==> config.mk <==
export PLATFORM = sky130hd
export DESIGN_NAME = isf_status
export DESIGN_NICKNAME = d
export VERILOG_FILES = /design/src/core/isf_pkg.sv /design/src/core/isf_status.sv
export SDC_FILE = /design/constraint.sdc
export NUM_CORES = 1
export LEC_CHECK = 0
export BUFFER_PORTS_ARGS = -buffer_cell sky130_fd_sc_hd__buf_2
export CAP_MARGIN = 20
export CORE_AREA = 2 2 74 93
export CTS_CLUSTER_DIAMETER = 40
export DETAILED_ROUTE_END_ITERATION = 12
export DIE_AREA = 0 0 76 95
export GPL_TIMING_DRIVEN = 0
export PLACE_DENSITY = 0.86
export REMOVE_ABC_BUFFERS = 1
export SYNTH_ARGS = -nofsm -noshare
export SYNTH_HDL_FRONTEND = slang
export SYNTH_SLANG_ARGS = --single-unit
==> constraint.sdc <==
create_clock -name aclk -period 3.77 [get_ports aclk]
set_clock_uncertainty 0.2 [all_clocks]
set_input_delay 0.377 -clock aclk [delete_from_list [all_inputs] [get_ports aclk]]
set_output_delay 0.377 -clock aclk [all_outputs]
set_load 0.03 [all_outputs]
==> src/core/isf_pkg.sv <==
`default_nettype none

package isf_pkg;

    // -------------------------------------------------------------------------
    // Register indices (byte address is four times the index)
    // -------------------------------------------------------------------------
    localparam logic [7:0] ISF_IDX_CTRL = 8'hf0;
    localparam logic [7:0] ISF_IDX_SR1  = 8'hf1;
    localparam logic [7:0] ISF_IDX_SR2  = 8'hf2;
    localparam logic [7:0] ISF_IDX_DATA = 8'hf6;

    localparam logic [1:0] ISF_RESP_OKAY   = 2'h0;
    localparam logic [1:0] ISF_RESP_SLVERR = 2'h2;

    // -------------------------------------------------------------------------
    // Register layouts, most significant bit first
    // -------------------------------------------------------------------------
    typedef struct packed {
        logic       event_pending;
        logic       ten_bit_header_sent;
        logic       sending_side;
        logic       bus_busy;
        logic       byte_done;
        logic       slave_addr_match;
        logic       master_active;
        logic       start_sent;
    } isf_sr1_type;

    typedef struct packed {
        logic [1:0] zero;
        logic       addr_acked_master;
        logic       ack_failure;
        logic       stop_seen;
        logic       arb_lost;
        logic       bus_error;
        logic       general_call_hit;
    } isf_sr2_type;

    typedef struct packed {
        logic [1:0] zero;
        logic       unit_on;
        logic       general_call_enable;
        logic       start_req;
        logic       ack_enable;
        logic       stop_req;
        logic       irq_enable;
    } isf_ctrl_type;

    // Byte-level events from the shift engine, same clock
    typedef struct packed {
        logic       byte_done_tx;
        logic       byte_done_rx;
        logic       addr_match;
        logic       gc_match;
        logic       start_gen;
        logic       header_sent;
        logic       addr_acked;
        logic       no_ack;
        logic       arb_lost;
        logic       dma_done;
        logic       after_ack;
        logic       in_byte;
        logic       ack_phase;
        logic [7:0] rx_byte;
    } isf_eng_type;

endpackage : isf_pkg

`default_nettype wire

==> src/core/isf_status.sv <==
// Summary of operation
// Event flag set by events, cleared when all clear
// Listed flags all feed the event flag
// Header flag: set on header, two-step clear
// Direction flag follows transmit byte, clears with it
// Busy tracks Start/Stop even when disabled
// Transmit byte_done: read then data write clears
// Receive byte_done needs ack; read then data read
// SCL held low while byte_done set
// Address match holds SCL, status-one read clears
// Master flag: set on Start, cleared Stop/arbitration
// Start flag holds SCL, two-step clear with write
// Flag set during clearing read raises no request
// Status-two top bits always read zero
// Address acknowledged in master mode sets flag
// Ack failure: no stretch, read after SCL fall clears
// Stop after ack as slave sets flag
// Arbitration loss sets flag, returns to slave
// Start/Stop inside byte sets bus error
// Misplaced Start adds arb loss; Stop on ack adds failure
// General call hit needs enable, cleared by Stop
// Disable clears all flags except busy
// Status-one read arms marker for data access
//
// Local design decision: the AXI4-Lite slave port.
`default_nettype none

module isf_status
    import isf_pkg::*;
#(
    parameter int AXI_AW = 12
) (
    input  wire logic                 aclk,
    input  wire logic                 aresetn,
    input  wire logic [AXI_AW-1:0]    s_axi_awaddr,
    input  wire logic                 s_axi_awvalid,
    output logic                      s_axi_awready,
    input  wire logic [31:0]          s_axi_wdata,
    input  wire logic [3:0]           s_axi_wstrb,
    input  wire logic                 s_axi_wvalid,
    output logic                      s_axi_wready,
    output logic [1:0]                s_axi_bresp,
    output logic                      s_axi_bvalid,
    input  wire logic                 s_axi_bready,
    input  wire logic [AXI_AW-1:0]    s_axi_araddr,
    input  wire logic                 s_axi_arvalid,
    output logic                      s_axi_arready,
    output logic [31:0]               s_axi_rdata,
    output logic [1:0]                s_axi_rresp,
    output logic                      s_axi_rvalid,
    input  wire logic                 s_axi_rready,
    input  wire isf_pkg::isf_eng_type eng_i,
    input  wire logic                 scl_i,
    input  wire logic                 sda_i,
    output logic                      scl_o,
    output logic                      scl_oe_n_o,
    output isf_pkg::isf_ctrl_type     ctrl_o,
    output logic [7:0]                tx_data_o,
    output logic                      tx_load_o,
    output logic                      event_req_o
);
    import isf_pkg::*;

    // -------------------------------------------------------------------------
    // Parameter check
    // -------------------------------------------------------------------------
    // Index 8'hf6 times four needs ten address bits
    if (AXI_AW < 10 || AXI_AW > 32) begin : gen_aw_check
        $error("isf_status: AXI_AW must lie in 10..32");
    end

    // -------------------------------------------------------------------------
    // State
    // -------------------------------------------------------------------------
    typedef struct packed {
        logic         scl_s1;
        logic         scl_s2;
        logic         scl_d;
        logic         sda_s1;
        logic         sda_s2;
        logic         sda_d;
        isf_sr1_type  sr1;
        isf_sr2_type  sr2;
        isf_ctrl_type ctrl;
        logic         rd1_armed;
        logic         bd_tx;
        logic         af_fall_ok;
        logic [7:0]   tx_data;
        logic         tx_load;
        logic         event_req;
        logic         scl_oe_n;
        logic         awready;
        logic         wready;
        logic         bvalid;
        logic [1:0]   bresp;
        logic         arready;
        logic         rvalid;
        logic [1:0]   rresp;
        logic [31:0]  rdata;
    } isf_state_type;

    isf_state_type st_ff;
    isf_state_type nxt_st;

    logic              start_det;
    logic              stop_det;
    logic              scl_fall;
    logic              wr_go;
    logic              rd_go;
    logic [AXI_AW-3:0] wa;
    logic [AXI_AW-3:0] ra;
    logic              wr_hit;
    logic              rd_hit;
    logic              wr_cr;
    logic              wr_dr;
    logic              rd_sr1;
    logic              rd_sr2;
    logic              rd_dr;
    logic [7:0]        rbyte;
    isf_sr1_type       set1;
    isf_sr1_type       clr1;
    isf_sr2_type       set2;
    isf_sr2_type       clr2;

    // -------------------------------------------------------------------------
    // Next-state logic
    // -------------------------------------------------------------------------
    always_comb begin
        nxt_st = st_ff;
        // Pins pass two flops; edges are judged on the second and third
        nxt_st.scl_s1 = scl_i;
        nxt_st.scl_s2 = st_ff.scl_s1;
        nxt_st.scl_d  = st_ff.scl_s2;
        nxt_st.sda_s1 = sda_i;
        nxt_st.sda_s2 = st_ff.sda_s1;
        nxt_st.sda_d  = st_ff.sda_s2;
        start_det = st_ff.sda_d & ~st_ff.sda_s2 & st_ff.scl_s2 & st_ff.scl_d;
        stop_det  = ~st_ff.sda_d & st_ff.sda_s2 & st_ff.scl_s2 & st_ff.scl_d;
        scl_fall  = st_ff.scl_d & ~st_ff.scl_s2;

        // Bus decode; a handshake completes on the edge after ready rises
        wr_go  = s_axi_awvalid & st_ff.awready & s_axi_wvalid & st_ff.wready;
        rd_go  = s_axi_arvalid & st_ff.arready;
        wa     = s_axi_awaddr[AXI_AW-1:2];
        ra     = s_axi_araddr[AXI_AW-1:2];
        wr_cr  = wr_go && wa == (AXI_AW-2)'(ISF_IDX_CTRL);
        wr_dr  = wr_go && wa == (AXI_AW-2)'(ISF_IDX_DATA) && s_axi_wstrb[0];
        wr_hit = wr_go && (wa == (AXI_AW-2)'(ISF_IDX_CTRL) || wa == (AXI_AW-2)'(ISF_IDX_SR1)
                 || wa == (AXI_AW-2)'(ISF_IDX_SR2) || wa == (AXI_AW-2)'(ISF_IDX_DATA));
        rd_sr1 = rd_go && ra == (AXI_AW-2)'(ISF_IDX_SR1);
        rd_sr2 = rd_go && ra == (AXI_AW-2)'(ISF_IDX_SR2);
        rd_dr  = rd_go && ra == (AXI_AW-2)'(ISF_IDX_DATA);
        rd_hit = rd_sr1 | rd_sr2 | rd_dr | (rd_go && ra == (AXI_AW-2)'(ISF_IDX_CTRL));

        // Flag sets, only while the unit is on
        set1 = '0;
        set2 = '0;
        if (st_ff.ctrl.unit_on) begin
            set1.byte_done           = eng_i.byte_done_tx
                                     | (eng_i.byte_done_rx & st_ff.ctrl.ack_enable);
            set1.sending_side        = eng_i.byte_done_tx;
            set1.slave_addr_match    = eng_i.addr_match
                                     | (eng_i.gc_match & st_ff.ctrl.general_call_enable);
            set1.master_active       = eng_i.start_gen;
            set1.start_sent          = eng_i.start_gen;
            set1.ten_bit_header_sent = eng_i.header_sent;
            set2.addr_acked_master   = eng_i.addr_acked & st_ff.sr1.master_active;
            set2.ack_failure         = eng_i.no_ack | (stop_det & eng_i.in_byte
                                     & eng_i.ack_phase);
            set2.stop_seen           = stop_det & ~st_ff.sr1.master_active
                                     & eng_i.after_ack;
            set2.arb_lost            = eng_i.arb_lost | (start_det & eng_i.in_byte);
            set2.bus_error           = (start_det | stop_det) & eng_i.in_byte;
            set2.general_call_hit    = eng_i.gc_match
                                     & st_ff.ctrl.general_call_enable;
        end

        // Clears; a set in the same cycle wins below
        clr1 = '0;
        clr2 = '0;
        clr1.byte_done           = eng_i.dma_done | (st_ff.rd1_armed
                                 & (st_ff.bd_tx ? wr_dr : rd_dr));
        clr1.sending_side        = clr1.byte_done | set2.stop_seen | set2.arb_lost;
        clr1.start_sent          = st_ff.rd1_armed & wr_dr;
        clr1.ten_bit_header_sent = (st_ff.rd1_armed & wr_dr) | set2.stop_seen;
        clr1.slave_addr_match    = rd_sr1;
        clr1.master_active       = stop_det | set2.arb_lost;
        clr2.addr_acked_master   = rd_sr2;
        clr2.ack_failure         = rd_sr2 & st_ff.af_fall_ok;
        clr2.stop_seen           = rd_sr2;
        clr2.arb_lost            = rd_sr2;
        clr2.bus_error           = rd_sr2;
        clr2.general_call_hit    = stop_det;
        nxt_st.sr1 = isf_sr1_type'((st_ff.sr1 & ~clr1) | set1);
        nxt_st.sr2 = isf_sr2_type'((st_ff.sr2 & ~clr2) | set2);
        nxt_st.sr2.zero = '0;

        // Remember the kind of byte so the right data access clears it
        if (set1.byte_done) begin
            nxt_st.bd_tx = set1.sending_side;
        end
        // Failure may only be read away once the acknowledge pulse fell
        if (!nxt_st.sr2.ack_failure) begin
            nxt_st.af_fall_ok = 1'b0;
        end else if (scl_fall) begin
            nxt_st.af_fall_ok = 1'b1;
        end
        // Two-step marker: any new event in between cancels it
        if (rd_dr || wr_dr) begin
            nxt_st.rd1_armed = 1'b0;
        end else if (rd_sr1) begin
            nxt_st.rd1_armed = 1'b1;
        end else if (|set1 || |set2) begin
            nxt_st.rd1_armed = 1'b0;
        end

        // Disabled unit keeps nothing but the busy tracking
        if (!st_ff.ctrl.unit_on) begin
            nxt_st.sr1        = '0;
            nxt_st.sr2        = '0;
            nxt_st.rd1_armed  = 1'b0;
            nxt_st.bd_tx      = 1'b0;
            nxt_st.af_fall_ok = 1'b0;
        end
        if (start_det) begin
            nxt_st.sr1.bus_busy = 1'b1;
        end else if (stop_det) begin
            nxt_st.sr1.bus_busy = 1'b0;
        end else begin
            nxt_st.sr1.bus_busy = st_ff.sr1.bus_busy;
        end
        nxt_st.sr1.event_pending = nxt_st.sr1.byte_done | nxt_st.sr1.slave_addr_match
            | nxt_st.sr1.start_sent | nxt_st.sr1.ten_bit_header_sent
            | nxt_st.sr2.addr_acked_master | nxt_st.sr2.ack_failure
            | nxt_st.sr2.stop_seen | nxt_st.sr2.arb_lost | nxt_st.sr2.bus_error;

        // Request only for events not swallowed by a clearing read
        nxt_st.event_req = st_ff.ctrl.irq_enable
            & ((|set1 & ~rd_sr1) | (|set2 & ~rd_sr2));
        // Stretch only for flags that hold the bus; error flags never do
        nxt_st.scl_oe_n = ~(nxt_st.sr1.byte_done | nxt_st.sr1.slave_addr_match
            | nxt_st.sr1.start_sent | nxt_st.sr1.ten_bit_header_sent
            | nxt_st.sr2.addr_acked_master);

        // Control register and its hardware clears
        if (wr_cr && s_axi_wstrb[0]) begin
            nxt_st.ctrl      = isf_ctrl_type'(s_axi_wdata[7:0]);
            nxt_st.ctrl.zero = '0;
        end
        if (eng_i.start_gen) begin
            nxt_st.ctrl.start_req = 1'b0;
        end
        if (stop_det && st_ff.sr1.master_active) begin
            nxt_st.ctrl.stop_req = 1'b0;
        end
        if (!nxt_st.ctrl.unit_on) begin
            nxt_st.ctrl.general_call_enable = 1'b0;
            nxt_st.ctrl.start_req           = 1'b0;
            nxt_st.ctrl.ack_enable          = 1'b0;
            nxt_st.ctrl.irq_enable          = 1'b0;
        end
        nxt_st.tx_load = wr_dr;
        if (wr_dr) begin
            nxt_st.tx_data = s_axi_wdata[7:0];
        end

        // Write channel
        nxt_st.awready = 1'b0;
        nxt_st.wready  = 1'b0;
        if (s_axi_awvalid && s_axi_wvalid && !st_ff.awready && !st_ff.bvalid) begin
            nxt_st.awready = 1'b1;
            nxt_st.wready  = 1'b1;
        end
        if (wr_go) begin
            nxt_st.bvalid = 1'b1;
            nxt_st.bresp  = wr_hit ? ISF_RESP_OKAY : ISF_RESP_SLVERR;
        end else if (st_ff.bvalid && s_axi_bready) begin
            nxt_st.bvalid = 1'b0;
        end

        // Read channel; status reads clear flags on the taking edge
        unique case (1'b1)
            rd_sr1:  rbyte = st_ff.sr1;
            rd_sr2:  rbyte = st_ff.sr2;
            rd_dr:   rbyte = eng_i.rx_byte;
            default: rbyte = st_ff.ctrl;
        endcase
        nxt_st.arready = 1'b0;
        if (s_axi_arvalid && !st_ff.arready && !st_ff.rvalid) begin
            nxt_st.arready = 1'b1;
        end
        if (rd_go) begin
            nxt_st.rvalid = 1'b1;
            nxt_st.rresp  = rd_hit ? ISF_RESP_OKAY : ISF_RESP_SLVERR;
            nxt_st.rdata  = rd_hit ? {24'h000000, rbyte} : 32'h00000000;
        end else if (st_ff.rvalid && s_axi_rready) begin
            nxt_st.rvalid = 1'b0;
        end
    end

    // -------------------------------------------------------------------------
    // State register
    // -------------------------------------------------------------------------
    always_ff @(posedge aclk) begin
        if (!aresetn) begin
            st_ff          <= '0;
            st_ff.scl_s1   <= 1'b1;
            st_ff.scl_s2   <= 1'b1;
            st_ff.scl_d    <= 1'b1;
            st_ff.sda_s1   <= 1'b1;
            st_ff.sda_s2   <= 1'b1;
            st_ff.sda_d    <= 1'b1;
            st_ff.scl_oe_n <= 1'b1;
        end else begin
            st_ff <= nxt_st;
        end
    end

    // Outputs straight from the state flops; SCL is only ever pulled low
    assign s_axi_awready = st_ff.awready;
    assign s_axi_wready  = st_ff.wready;
    assign s_axi_bvalid  = st_ff.bvalid;
    assign s_axi_bresp   = st_ff.bresp;
    assign s_axi_arready = st_ff.arready;
    assign s_axi_rvalid  = st_ff.rvalid;
    assign s_axi_rresp   = st_ff.rresp;
    assign s_axi_rdata   = st_ff.rdata;
    assign scl_o         = 1'b0;
    assign scl_oe_n_o    = st_ff.scl_oe_n;
    assign ctrl_o        = st_ff.ctrl;
    assign tx_data_o     = st_ff.tx_data;
    assign tx_load_o     = st_ff.tx_load;
    assign event_req_o   = st_ff.event_req;
endmodule : isf_status

`default_nettype wire

# ---- Word level (Yosys, flattened, before mapping)
# Index checks and enable logic that the tools add are counted.
# W data, S select, Z words.
dict set report classes {
  muxes 20
  eq_ne 8
  bitwise 64
  reduce_logical 38
}
# cell n
set ops {}
lappend ops {{$eq A10 B8 Y1 const B} 8}
lappend ops {{$and A1 B1 Y1} 26}
lappend ops {{$pmux W8 S3} 1}
lappend ops {{$or A1 B1 Y1} 22}
lappend ops {{$logic_and A1 B1 Y1} 17}
lappend ops {{$mux W15} 1}
lappend ops {{$mux W6} 2}
lappend ops {{$reduce_or A6 Y1} 2}
lappend ops {{$mux W1} 10}
lappend ops {{$not A1 Y1} 10}
lappend ops {{$mux W2} 4}
lappend ops {{$mux W8} 1}
lappend ops {{$reduce_bool A2 Y1} 4}
lappend ops {{$and A7 B7 Y7} 1}
lappend ops {{$not A7 Y7} 1}
lappend ops {{$or A7 B7 Y7} 1}
lappend ops {{$and A6 B6 Y6} 1}
lappend ops {{$not A6 Y6} 1}
lappend ops {{$or A6 B6 Y6} 1}
lappend ops {{$reduce_or A3 Y1} 2}
lappend ops {{$logic_or A1 B1 Y1} 5}
lappend ops {{$logic_not A1 Y1} 4}
lappend ops {{$mux W4} 1}
lappend ops {{$reduce_and A2 Y1} 2}
lappend ops {{other kinds (2)} 2}
dict set report totals {
  output_inout_bits 61
  regBits 83
  inputBits 90
}

# ---- Depth between registers and ports, before layout
# Gate-level depths: netlist of the first run.
dict set report logic_depth {
  depth_word 22
  mapped_depth 6
  ltp_nobuf 5
}

# ---- Worst setup path after synthesis of the first run
# OpenSTA, ideal clock, no wires.
dict set report synth_timing {
  path_type {in2reg}
  startpoint {input s_axi_araddr[2]}
  endpoint {register st_ff[78] (netlist bit)}
  path_stages 6
  t_arrival_ns 1.910
  path_buffers 1
  setup_ns 0.132
  slack_ns 1.528
  cell_sequence {buf_6 -> or4b_1 -> or4_4 -> a22oi_2 -> nor4b_2 -> a31oi_1}
}
dict set report synth_between {
  elab_chain_len 17
  elab_cells_between_ends 25
  cone_classes {eq/ne (3); mux (2); bitwise (17); reduce/logical (3)}
}
# element line_no
set synth_rtl {}
lappend synth_rtl {{start, declared} isf_status.sv:45} ;# input wire logic [AXI_AW-1:0] s_axi_araddr,
lappend synth_rtl {{$eq A10 B8 Y1} isf_status.sv:152} ;# rd_dr = rd_go && ra == (AXI_AW-2)'(ISF_IDX_DATA);
lappend synth_rtl {{$logic_and A1 B1 Y1} isf_status.sv:152}
lappend synth_rtl {{$mux W1} isf_status.sv:182} ;# & (st_ff.bd_tx ? wr_dr : rd_dr));
lappend synth_rtl {{$and A1 B1 Y1} isf_status.sv:182}
lappend synth_rtl {{$or A1 B1 Y1} isf_status.sv:181} ;# clr1.byte_done = eng_i.dma_done | (st_ff.rd1_armed
lappend synth_rtl {{$not A7 Y7} isf_status.sv:194} ;# nxt_st.sr1 = isf_sr1_type'((st_ff.sr1 & ~clr1) | set1);
lappend synth_rtl {{$and A7 B7 Y7} isf_status.sv:194}
lappend synth_rtl {{$or A7 B7 Y7} isf_status.sv:194}
lappend synth_rtl {{$mux W15 (*)} isf_status.sv:218} ;# if (!st_ff.ctrl.unit_on) begin
lappend synth_rtl {{$or A1 B1 Y1} isf_status.sv:232} ;# nxt_st.sr1.event_pending = nxt_st.sr1.byte_done | nxt_st.sr1.slave_addr_match
lappend synth_rtl {{$or A1 B1 Y1 (2 in a row)} isf_status.sv:233} ;# | nxt_st.sr1.start_sent | nxt_st.sr1.ten_bit_header_sent
lappend synth_rtl {{$or A1 B1 Y1 (2 in a row)} isf_status.sv:234} ;# | nxt_st.sr2.addr_acked_master | nxt_st.sr2.ack_failure
lappend synth_rtl {{$or A1 B1 Y1 (2 in a row)} isf_status.sv:235} ;# | nxt_st.sr2.stop_seen | nxt_st.sr2.arb_lost | nxt_st.sr2.bus_error;
lappend synth_rtl {{$or A1 B1 Y1 (*)} isf_status.sv:235}
lappend synth_rtl {{end signal, assigned} isf_status.sv:315} ;# st_ff <= nxt_st;
lappend synth_rtl {{end, declared} isf_status.sv:102} ;# isf_state_type st_ff;
# Mark *: on every way between the ends. The rest lies on a longest branch, timed or not.
# A chain may end at the register's enable or synchronous reset.

# ---- Worst setup path in the final report of the first run
dict set report layout_timing {
  startpoint {input s_axi_araddr[11]}
  endpoint {register st_ff (netlist bit event_req_o)}
}
dict set report layout_between {
  elab_chain_len 6
  elab_cells_between_ends 10
  cone_classes {eq/ne (2); bitwise (6); reduce/logical (2)}
}
# element line_no
set layout_rtl {}
lappend layout_rtl {{$eq A10 B8 Y1 (on tied branches)} {isf_status.sv:150, isf_status.sv:151}}
lappend layout_rtl {{$logic_and A1 B1 Y1 (on tied branches)} {isf_status.sv:150, isf_status.sv:151}}
lappend layout_rtl {{$not A1 Y1} isf_status.sv:239} ;# & ((|set1 & ~rd_sr1) | (|set2 & ~rd_sr2));
lappend layout_rtl {{$and A1 B1 Y1} isf_status.sv:239}
lappend layout_rtl {{$or A1 B1 Y1 (*)} isf_status.sv:239}
lappend layout_rtl {{$and A1 B1 Y1 (*)} isf_status.sv:239}
# Marks and branches as above.

==> results.toml, run 1 <==
[synthesis]
synth.avg_cell_area_um2 = 8.93
synth_flop_cell = "dfxtp_1"
ys_seq_area_frac = 0.388
synthDistinctLibCells = 51
synth-async-reset-ratio = 0
synth.top_cell.area_share = 0.388
syn_inst = 312
synthesis.area_um2 = 2790
synth_edf_count = 0
synth_seq_cells = 54
yosys_warnings = 0
synth_area_leaders = "dfxtp_1 (39%), buf_4 (15%), nor2b_1 (3.8%)"
yosysTopAreaCell = "dfxtp_1"
synth_commonest_cells = "buf_4 (54), dfxtp_1 (54), nand2_1 (20)"

[final_layout]
antenna_cells = 0
layout-drive-gt1-share = 0.289
syn2layout_area_growth_pct = 10.9
fill_cells = 619
final_net_count = 463
fin_cells = 461

[setup_path]
crit_buf_inv = 1
setup.worst_path.class = "input port to flip-flop"
arrival_ns = 2.25
cp_max_fo = 7
cp_slowest_stage_delay_ns = 0.64
slowest_stage = "nor4_2"
critical-path-top-delay-family = "simple AND/OR/NAND/NOR gates"
crit_chain = "buf_2, or2_1, nor4_2, nor2b_1, o22ai_1, and3_1"
endpoint_kind = "flip-flop"
crit_required_ns = 3.79
cp-start-kind = "input port"

[placed_design]
place_hpwl_um = 5150
placed_cells = 453
gp_congestion = 0.898
numPortBuffers = 90

[routing]
dr_wl_met3_um = 417
vias = 2360
drt_iter0_markers = 154
highest_layer = "met4"
drt-met1-wl_um = 2660
viasPerCell = 5.12
wl_um = 6520
wl_met2_um = 3300
wl_per_cell_um = 14.1
drc = 0
dr.pass1.iters = 5
ant_nets = 0

[flow_run]
cap_violations = 0

[min_path]
hp-class = "input port to flip-flop"

[power_and_ir_drop]
ir_drop_uv = 168
finalPower_mw = 1.02
power.leakage_nw = 1.42
p_per_area_nw_per_um2 = 332

[clock_network]
clkSlewWorstSetupHoldPaths_ns = 0.10
cts_resized = 0
clock_path_buffers = 2
clkSinkCount = 54
root_buffer = "clkbuf_8"
cts_tree = "yes"
cts_made_buffers = 5
cts_hold_buf = 0
h-tree-depth = 2
worstSkewPairLatency_ns = 0.31
cts_setup_buffers = 0

[run_status]
status = "complete, no violations"

[die]
initial_core_util = 0.435
row_count = 33
die_y_um = 95
ios = 151
core_um2 = 6400
fp.dieW_um = 76
die-area_um2 = 7220

[sta]
period_minus_slack_ns = 2.23
hold_viol = 0
slew_violations = 0
slew_headroom = 0.557
worst_slew_pin_slew_ns = 0.660
finalSetupViolations = 0
max_freq_mhz = 448
period_share = 0.593
final.setup.tns_ns = 0
rsz0062_at_grt = "no"

[grt]
grtUsageTotal = 0.178
grt_max_degree = 32
overflow = 0
antenna_found_initial = 0
grt_pass1_vias = 2195
grt_pass1_wl_um = 10200
-- layout by cell type (no fill, tap or decap), types with 3 or more instances in the layout --
master / count
buf_2: 90
dfxtp_1: 54
conb_1: 29
nand2_1: 20
nor2_1: 19
nor2b_1: 17
a21oi_1: 16
nand2b_1: 13
mux2i_1: 10
and3_1: 9
nand3_1: 7
a22oi_1: 6
inv_1: 5
o21ai_0: 5
a31oi_1: 5
clkbuf_8: 5
nand4b_1: 4
a222oi_1: 4
nand4_1: 3
o21a_1: 3
mux2_2: 3
nor3_1: 3
and4b_1: 3
o21ai_1: 3
-- metrics by stage --
step           hold WS (ns)   util  cell area (um^2)  setup slack [ns]
6_report             0.0494  0.483              3090              1.54
5_1_grt              0.0456  0.483              3090              1.40
4_1_cts              0.0360  0.483              3090              1.58
3_5_place_dp          0.196  0.469              3000              1.26
3_3_place_gp          0.189  0.469              3000              1.27
2_1_floorplan         0.186      -              2440              1.63
-- routing by layer --
metal / global-route usage / vias to the layer above
met5: 0 / -
met4: 0.0697 / 0
met3: 0.0402 / 11
met2: 0.327 / 111
met1: 0.200 / 1093
li1: - / 1145
-- state kept, by name (all words and copies together), names as in the netlist --
signal,count
ctrl_o,6
event_req_o,1
nxt_st,4
s_axi_arready,1
s_axi_awready,1
s_axi_bresp,1
s_axi_bvalid,1
s_axi_rdata,8
s_axi_rresp,1
s_axi_rvalid,1
scl_oe_n_o,1
st_ff,19
tx_data_o,8
tx_load_o,1
-- kinds of logic (layout without fill, tap and decap cells) --
group,Yosys count,count (layout),synth area share
AO/OA/AOI/OAI,61,61,0.151
buffers and inverters,69,103,0.168
flip-flops,54,54,0.388
multiplexers,13,13,0.0481
other,1,29,0.00135
AND/OR/NAND/NOR,114,114,0.243
-- path summary, 6_finish.rpt --
path	startpoint	endpoint	slack [ns]	cells past startpoint
max	s_axi_araddr[11]	event_req_o	1.54	6
min	scl_i	nxt_st[83]	0.05	2
max reg2reg	s_axi_arready	event_req_o	1.56	5
min reg2reg	nxt_st[80]	nxt_st[79]	0.21	1
-- worst register-to-register path, stage by stage, from the launching register on --
cell and delay, ns:
dfxtp_1 0.39, nand3b_1 0.14, nor4_2 0.52, nor2b_1 0.47, o22ai_1 0.20, and3_1 0.21
-- where the power goes --
part	internal (mW)	switching, mW	total, mW
clock	0.131	0.188	0.319
sequential	0.576	0.00404	0.580
combinational	0.0417	0.0838	0.125
total	0.748	0.276	1.02
-- cell type report --
class / instances / area, um^2 / area share
Multi-Input combinational cell: 217 / 1340 / 0.434
Sequential cell: 54 / 1080 / 0.350
Timing Repair Buffer: 90 / 450 / 0.146
Tap cell: 87 / 109 / 0.0352
Clock buffer: 5 / 68.8 / 0.0223
Clock inverter: 3 / 21.3 / 0.00689
Inverter: 5 / 18.8 / 0.00608
Power figures use the tool's default switching activity.
==> run 2, diff against run 1 <==
--- a/config.mk
+++ b/config.mk
@@ -7,12 +7,12 @@
 export LEC_CHECK = 0
 export BUFFER_PORTS_ARGS = -buffer_cell sky130_fd_sc_hd__buf_2
 export CAP_MARGIN = 20
-export CORE_AREA = 2 2 74 93
+export CORE_AREA = 2 2 78 99
 export CTS_CLUSTER_DIAMETER = 40
 export DETAILED_ROUTE_END_ITERATION = 12
-export DIE_AREA = 0 0 76 95
+export DIE_AREA = 0 0 80 101
 export GPL_TIMING_DRIVEN = 0
-export PLACE_DENSITY = 0.86
+export PLACE_DENSITY = 0.81
 export REMOVE_ABC_BUFFERS = 1
 export SYNTH_ARGS = -nofsm -noshare
 export SYNTH_HDL_FRONTEND = slang
==> constraint.sdc (replaced) <==
create_clock -name aclk -period 2 [get_ports aclk]
set_clock_uncertainty 0.2 [all_clocks]
set_input_delay 0.2 -clock aclk [delete_from_list [all_inputs] [get_ports aclk]]
set_output_delay 0.2 -clock aclk [all_outputs]
set_load 0.03 [all_outputs]
==> run 2 against run 1 <==
Net effect: die area rose by 12%; critical path depth fell by 1; worst hold slack got worse by 0.016 ns; power rose by 95%; first-iteration DRC count fell by 23%; utilization fell by 1.3 points; sequential power rose by 88%; final cell count rose by 6.1%; clock power rose by 97%; sequential share of layout area fell by 2.9 points; critical path type is now flip-flop to flip-flop; largest power group unchanged.
==> results.toml, run 2 (synthesis gave the netlist of run 1 again) <==
[setup_path]
crit_chain = "nand2_1, or4_4, a22oi_2, nor4b_4, a31oi_1"
crit_buf_inv = 0
worst-r2r-cell-count = 5
endpoint_kind = "flip-flop"
setup.worst_path.class = "flip-flop to flip-flop"
cp-start-kind = "flip-flop"
startpoint = "s_axi_arready"
crit_required_ns = 1.97
cp_slowest_stage_delay_ns = 0.56
arrival_ns = 1.95
reg2reg_slack_ns = 0.01
reg2reg_to = "st_ff[78]"
cp_max_fo = 6
critical-path-top-delay-family = "simple AND/OR/NAND/NOR gates"
slowest_stage = "or4_4"
reg2reg_from = "s_axi_arready"

[sta]
worst_slew_pin_slew_ns = 0.544
finalSetupViolations = 0
hold_viol = 0
period_minus_slack_ns = 1.99
whs_ns = 0.0335
max_freq_mhz = 503
slew_headroom = 0.636
fin_ws_ns = 0.0127
rsz0062_at_grt = "yes"
period_share = 0.994
slew_violations = 0

[routing]
drc = 0
wl_um = 7130
vias = 2465
ant_nets = 0
wl_per_cell_um = 14.6
dr.pass1.iters = 4
viasPerCell = 5.04
drt_iter0_markers = 119

[power_and_ir_drop]
power.leakage_nw = 1.55
finalPower_mw = 2.00
p_per_area_nw_per_um2 = 593
ir_drop_uv = 287

[clock_network]
root_buffer = "clkbuf_8"
cts_tree = "yes"
clkSinkCount = 54
h-tree-depth = 2
worstSkewPairLatency_ns = 0.30
cts_made_buffers = 5
clock_path_buffers = 2
clkSlewWorstSetupHoldPaths_ns = 0.10

[placed_design]
place_worst_setup_slack_ns = -0.293
place_hpwl_um = 5320
numPortBuffers = 90
gp_congestion = 0.913
placed_cells = 458

[final_layout]
fin_cells = 489
fin_util = 0.470
final_net_count = 486
syn2layout_area_growth_pct = 21.1
final_common_cell = "buf_2"
largest_reg_flops = 19
largest_register = "st_ff"
antenna_cells = 0
layout-drive-gt1-share = 0.292
final_cell_mix = "buf_2 (90), dfxtp_1 (54), conb_1 (29)"

[run_status]
status = "complete, no violations"

[min_path]
min_path_cells = 3
worstHoldStart = "eng_i[14]"
whs_endpoint = "st_ff[68]"
hp-class = "input port to flip-flop"

[die]
fp.dieW_um = 80
core_um2 = 7180
row_count = 35
die-area_um2 = 8080
initial_core_util = 0.388
ios = 151
die_y_um = 101

[grt]
grt-busiest-layer = "met2"
grt_util_met1 = 0.212
grt_max_degree = 32
grt_pass1_wl_um = 11300
overflow = 0
use_met3 = 0.0278
antenna_found_initial = 0
met2_usage = 0.315
grt_pass1_vias = 2397
grtUsageTotal = 0.178

[flow_run]
cap_violations = 0
run 2: layout make-up:
cell class,instances,area (um^2)
Fill cell,710,3810
Inverter,5,18.8
Clock buffer,6,82.6
Sequential cell,54,1080
Timing Repair Buffer,113,673
Tap cell,92,115
Multi-Input combinational cell,217,1390
Clock inverter,2,12.5
run 2: power breakdown:
| group | leakage [nW] | internal [mW] | switching (mW) |
|---|---|---|---|
| combinational | 1.07 | 0.106 | 0.171 |
| sequential | 0.437 | 1.09 | 0.00819 |
| clock | 0.0472 | 0.279 | 0.350 |
| total | 1.55 | 1.47 | 0.529 |
run 2: per-layer routing:
layer | up-vias | wire (um)
met5 | - | 0
met4 | 0 | 167
met3 | 16 | 425
met2 | 116 | 3650
met1 | 1140 | 2890
li1 | 1193 | -
run 2: stage by stage:
step | instance area, um^2 | TNS (ns)
2_1_floorplan | 2440 | -0.413
3_3_place_gp | 3010 | -2.59
3_5_place_dp | 3010 | -3.14
4_1_cts | 3330 | 0
5_1_grt | 3370 | -0.296
6_report | 3370 | 0
run 2: repair_timing:
action,in CTS,in global routing
pin swaps,0,3
endpoints found under the setup margin,9,16
endpoints found under the hold margin,26,0
resized for setup,5,4
hold buffers,20,0
setup buffers,0,3
cloned,0,0
run 2: worst max path at each step:
stage | endpoint | slack (ns) | cells after the start
after CTS | st_ff[78] | 0.02 | 5
final | st_ff[78] | 0.01 | 5
after detailed placement | event_req_o | -0.29 | 6
after global placement | event_req_o | -0.28 | 6
after floorplan | ctrl_o[3] | -0.05 | 5
after global routing | st_ff[78] | -0.12 | 5
run 2: worst reg2reg max path, delay by kind of cell (launching register included):
family | cells | cell delay, ns
flip-flops | 1 | 0.38
AO/OA/AOI/OAI | 2 | 0.29
AND/OR/NAND/NOR | 3 | 0.97
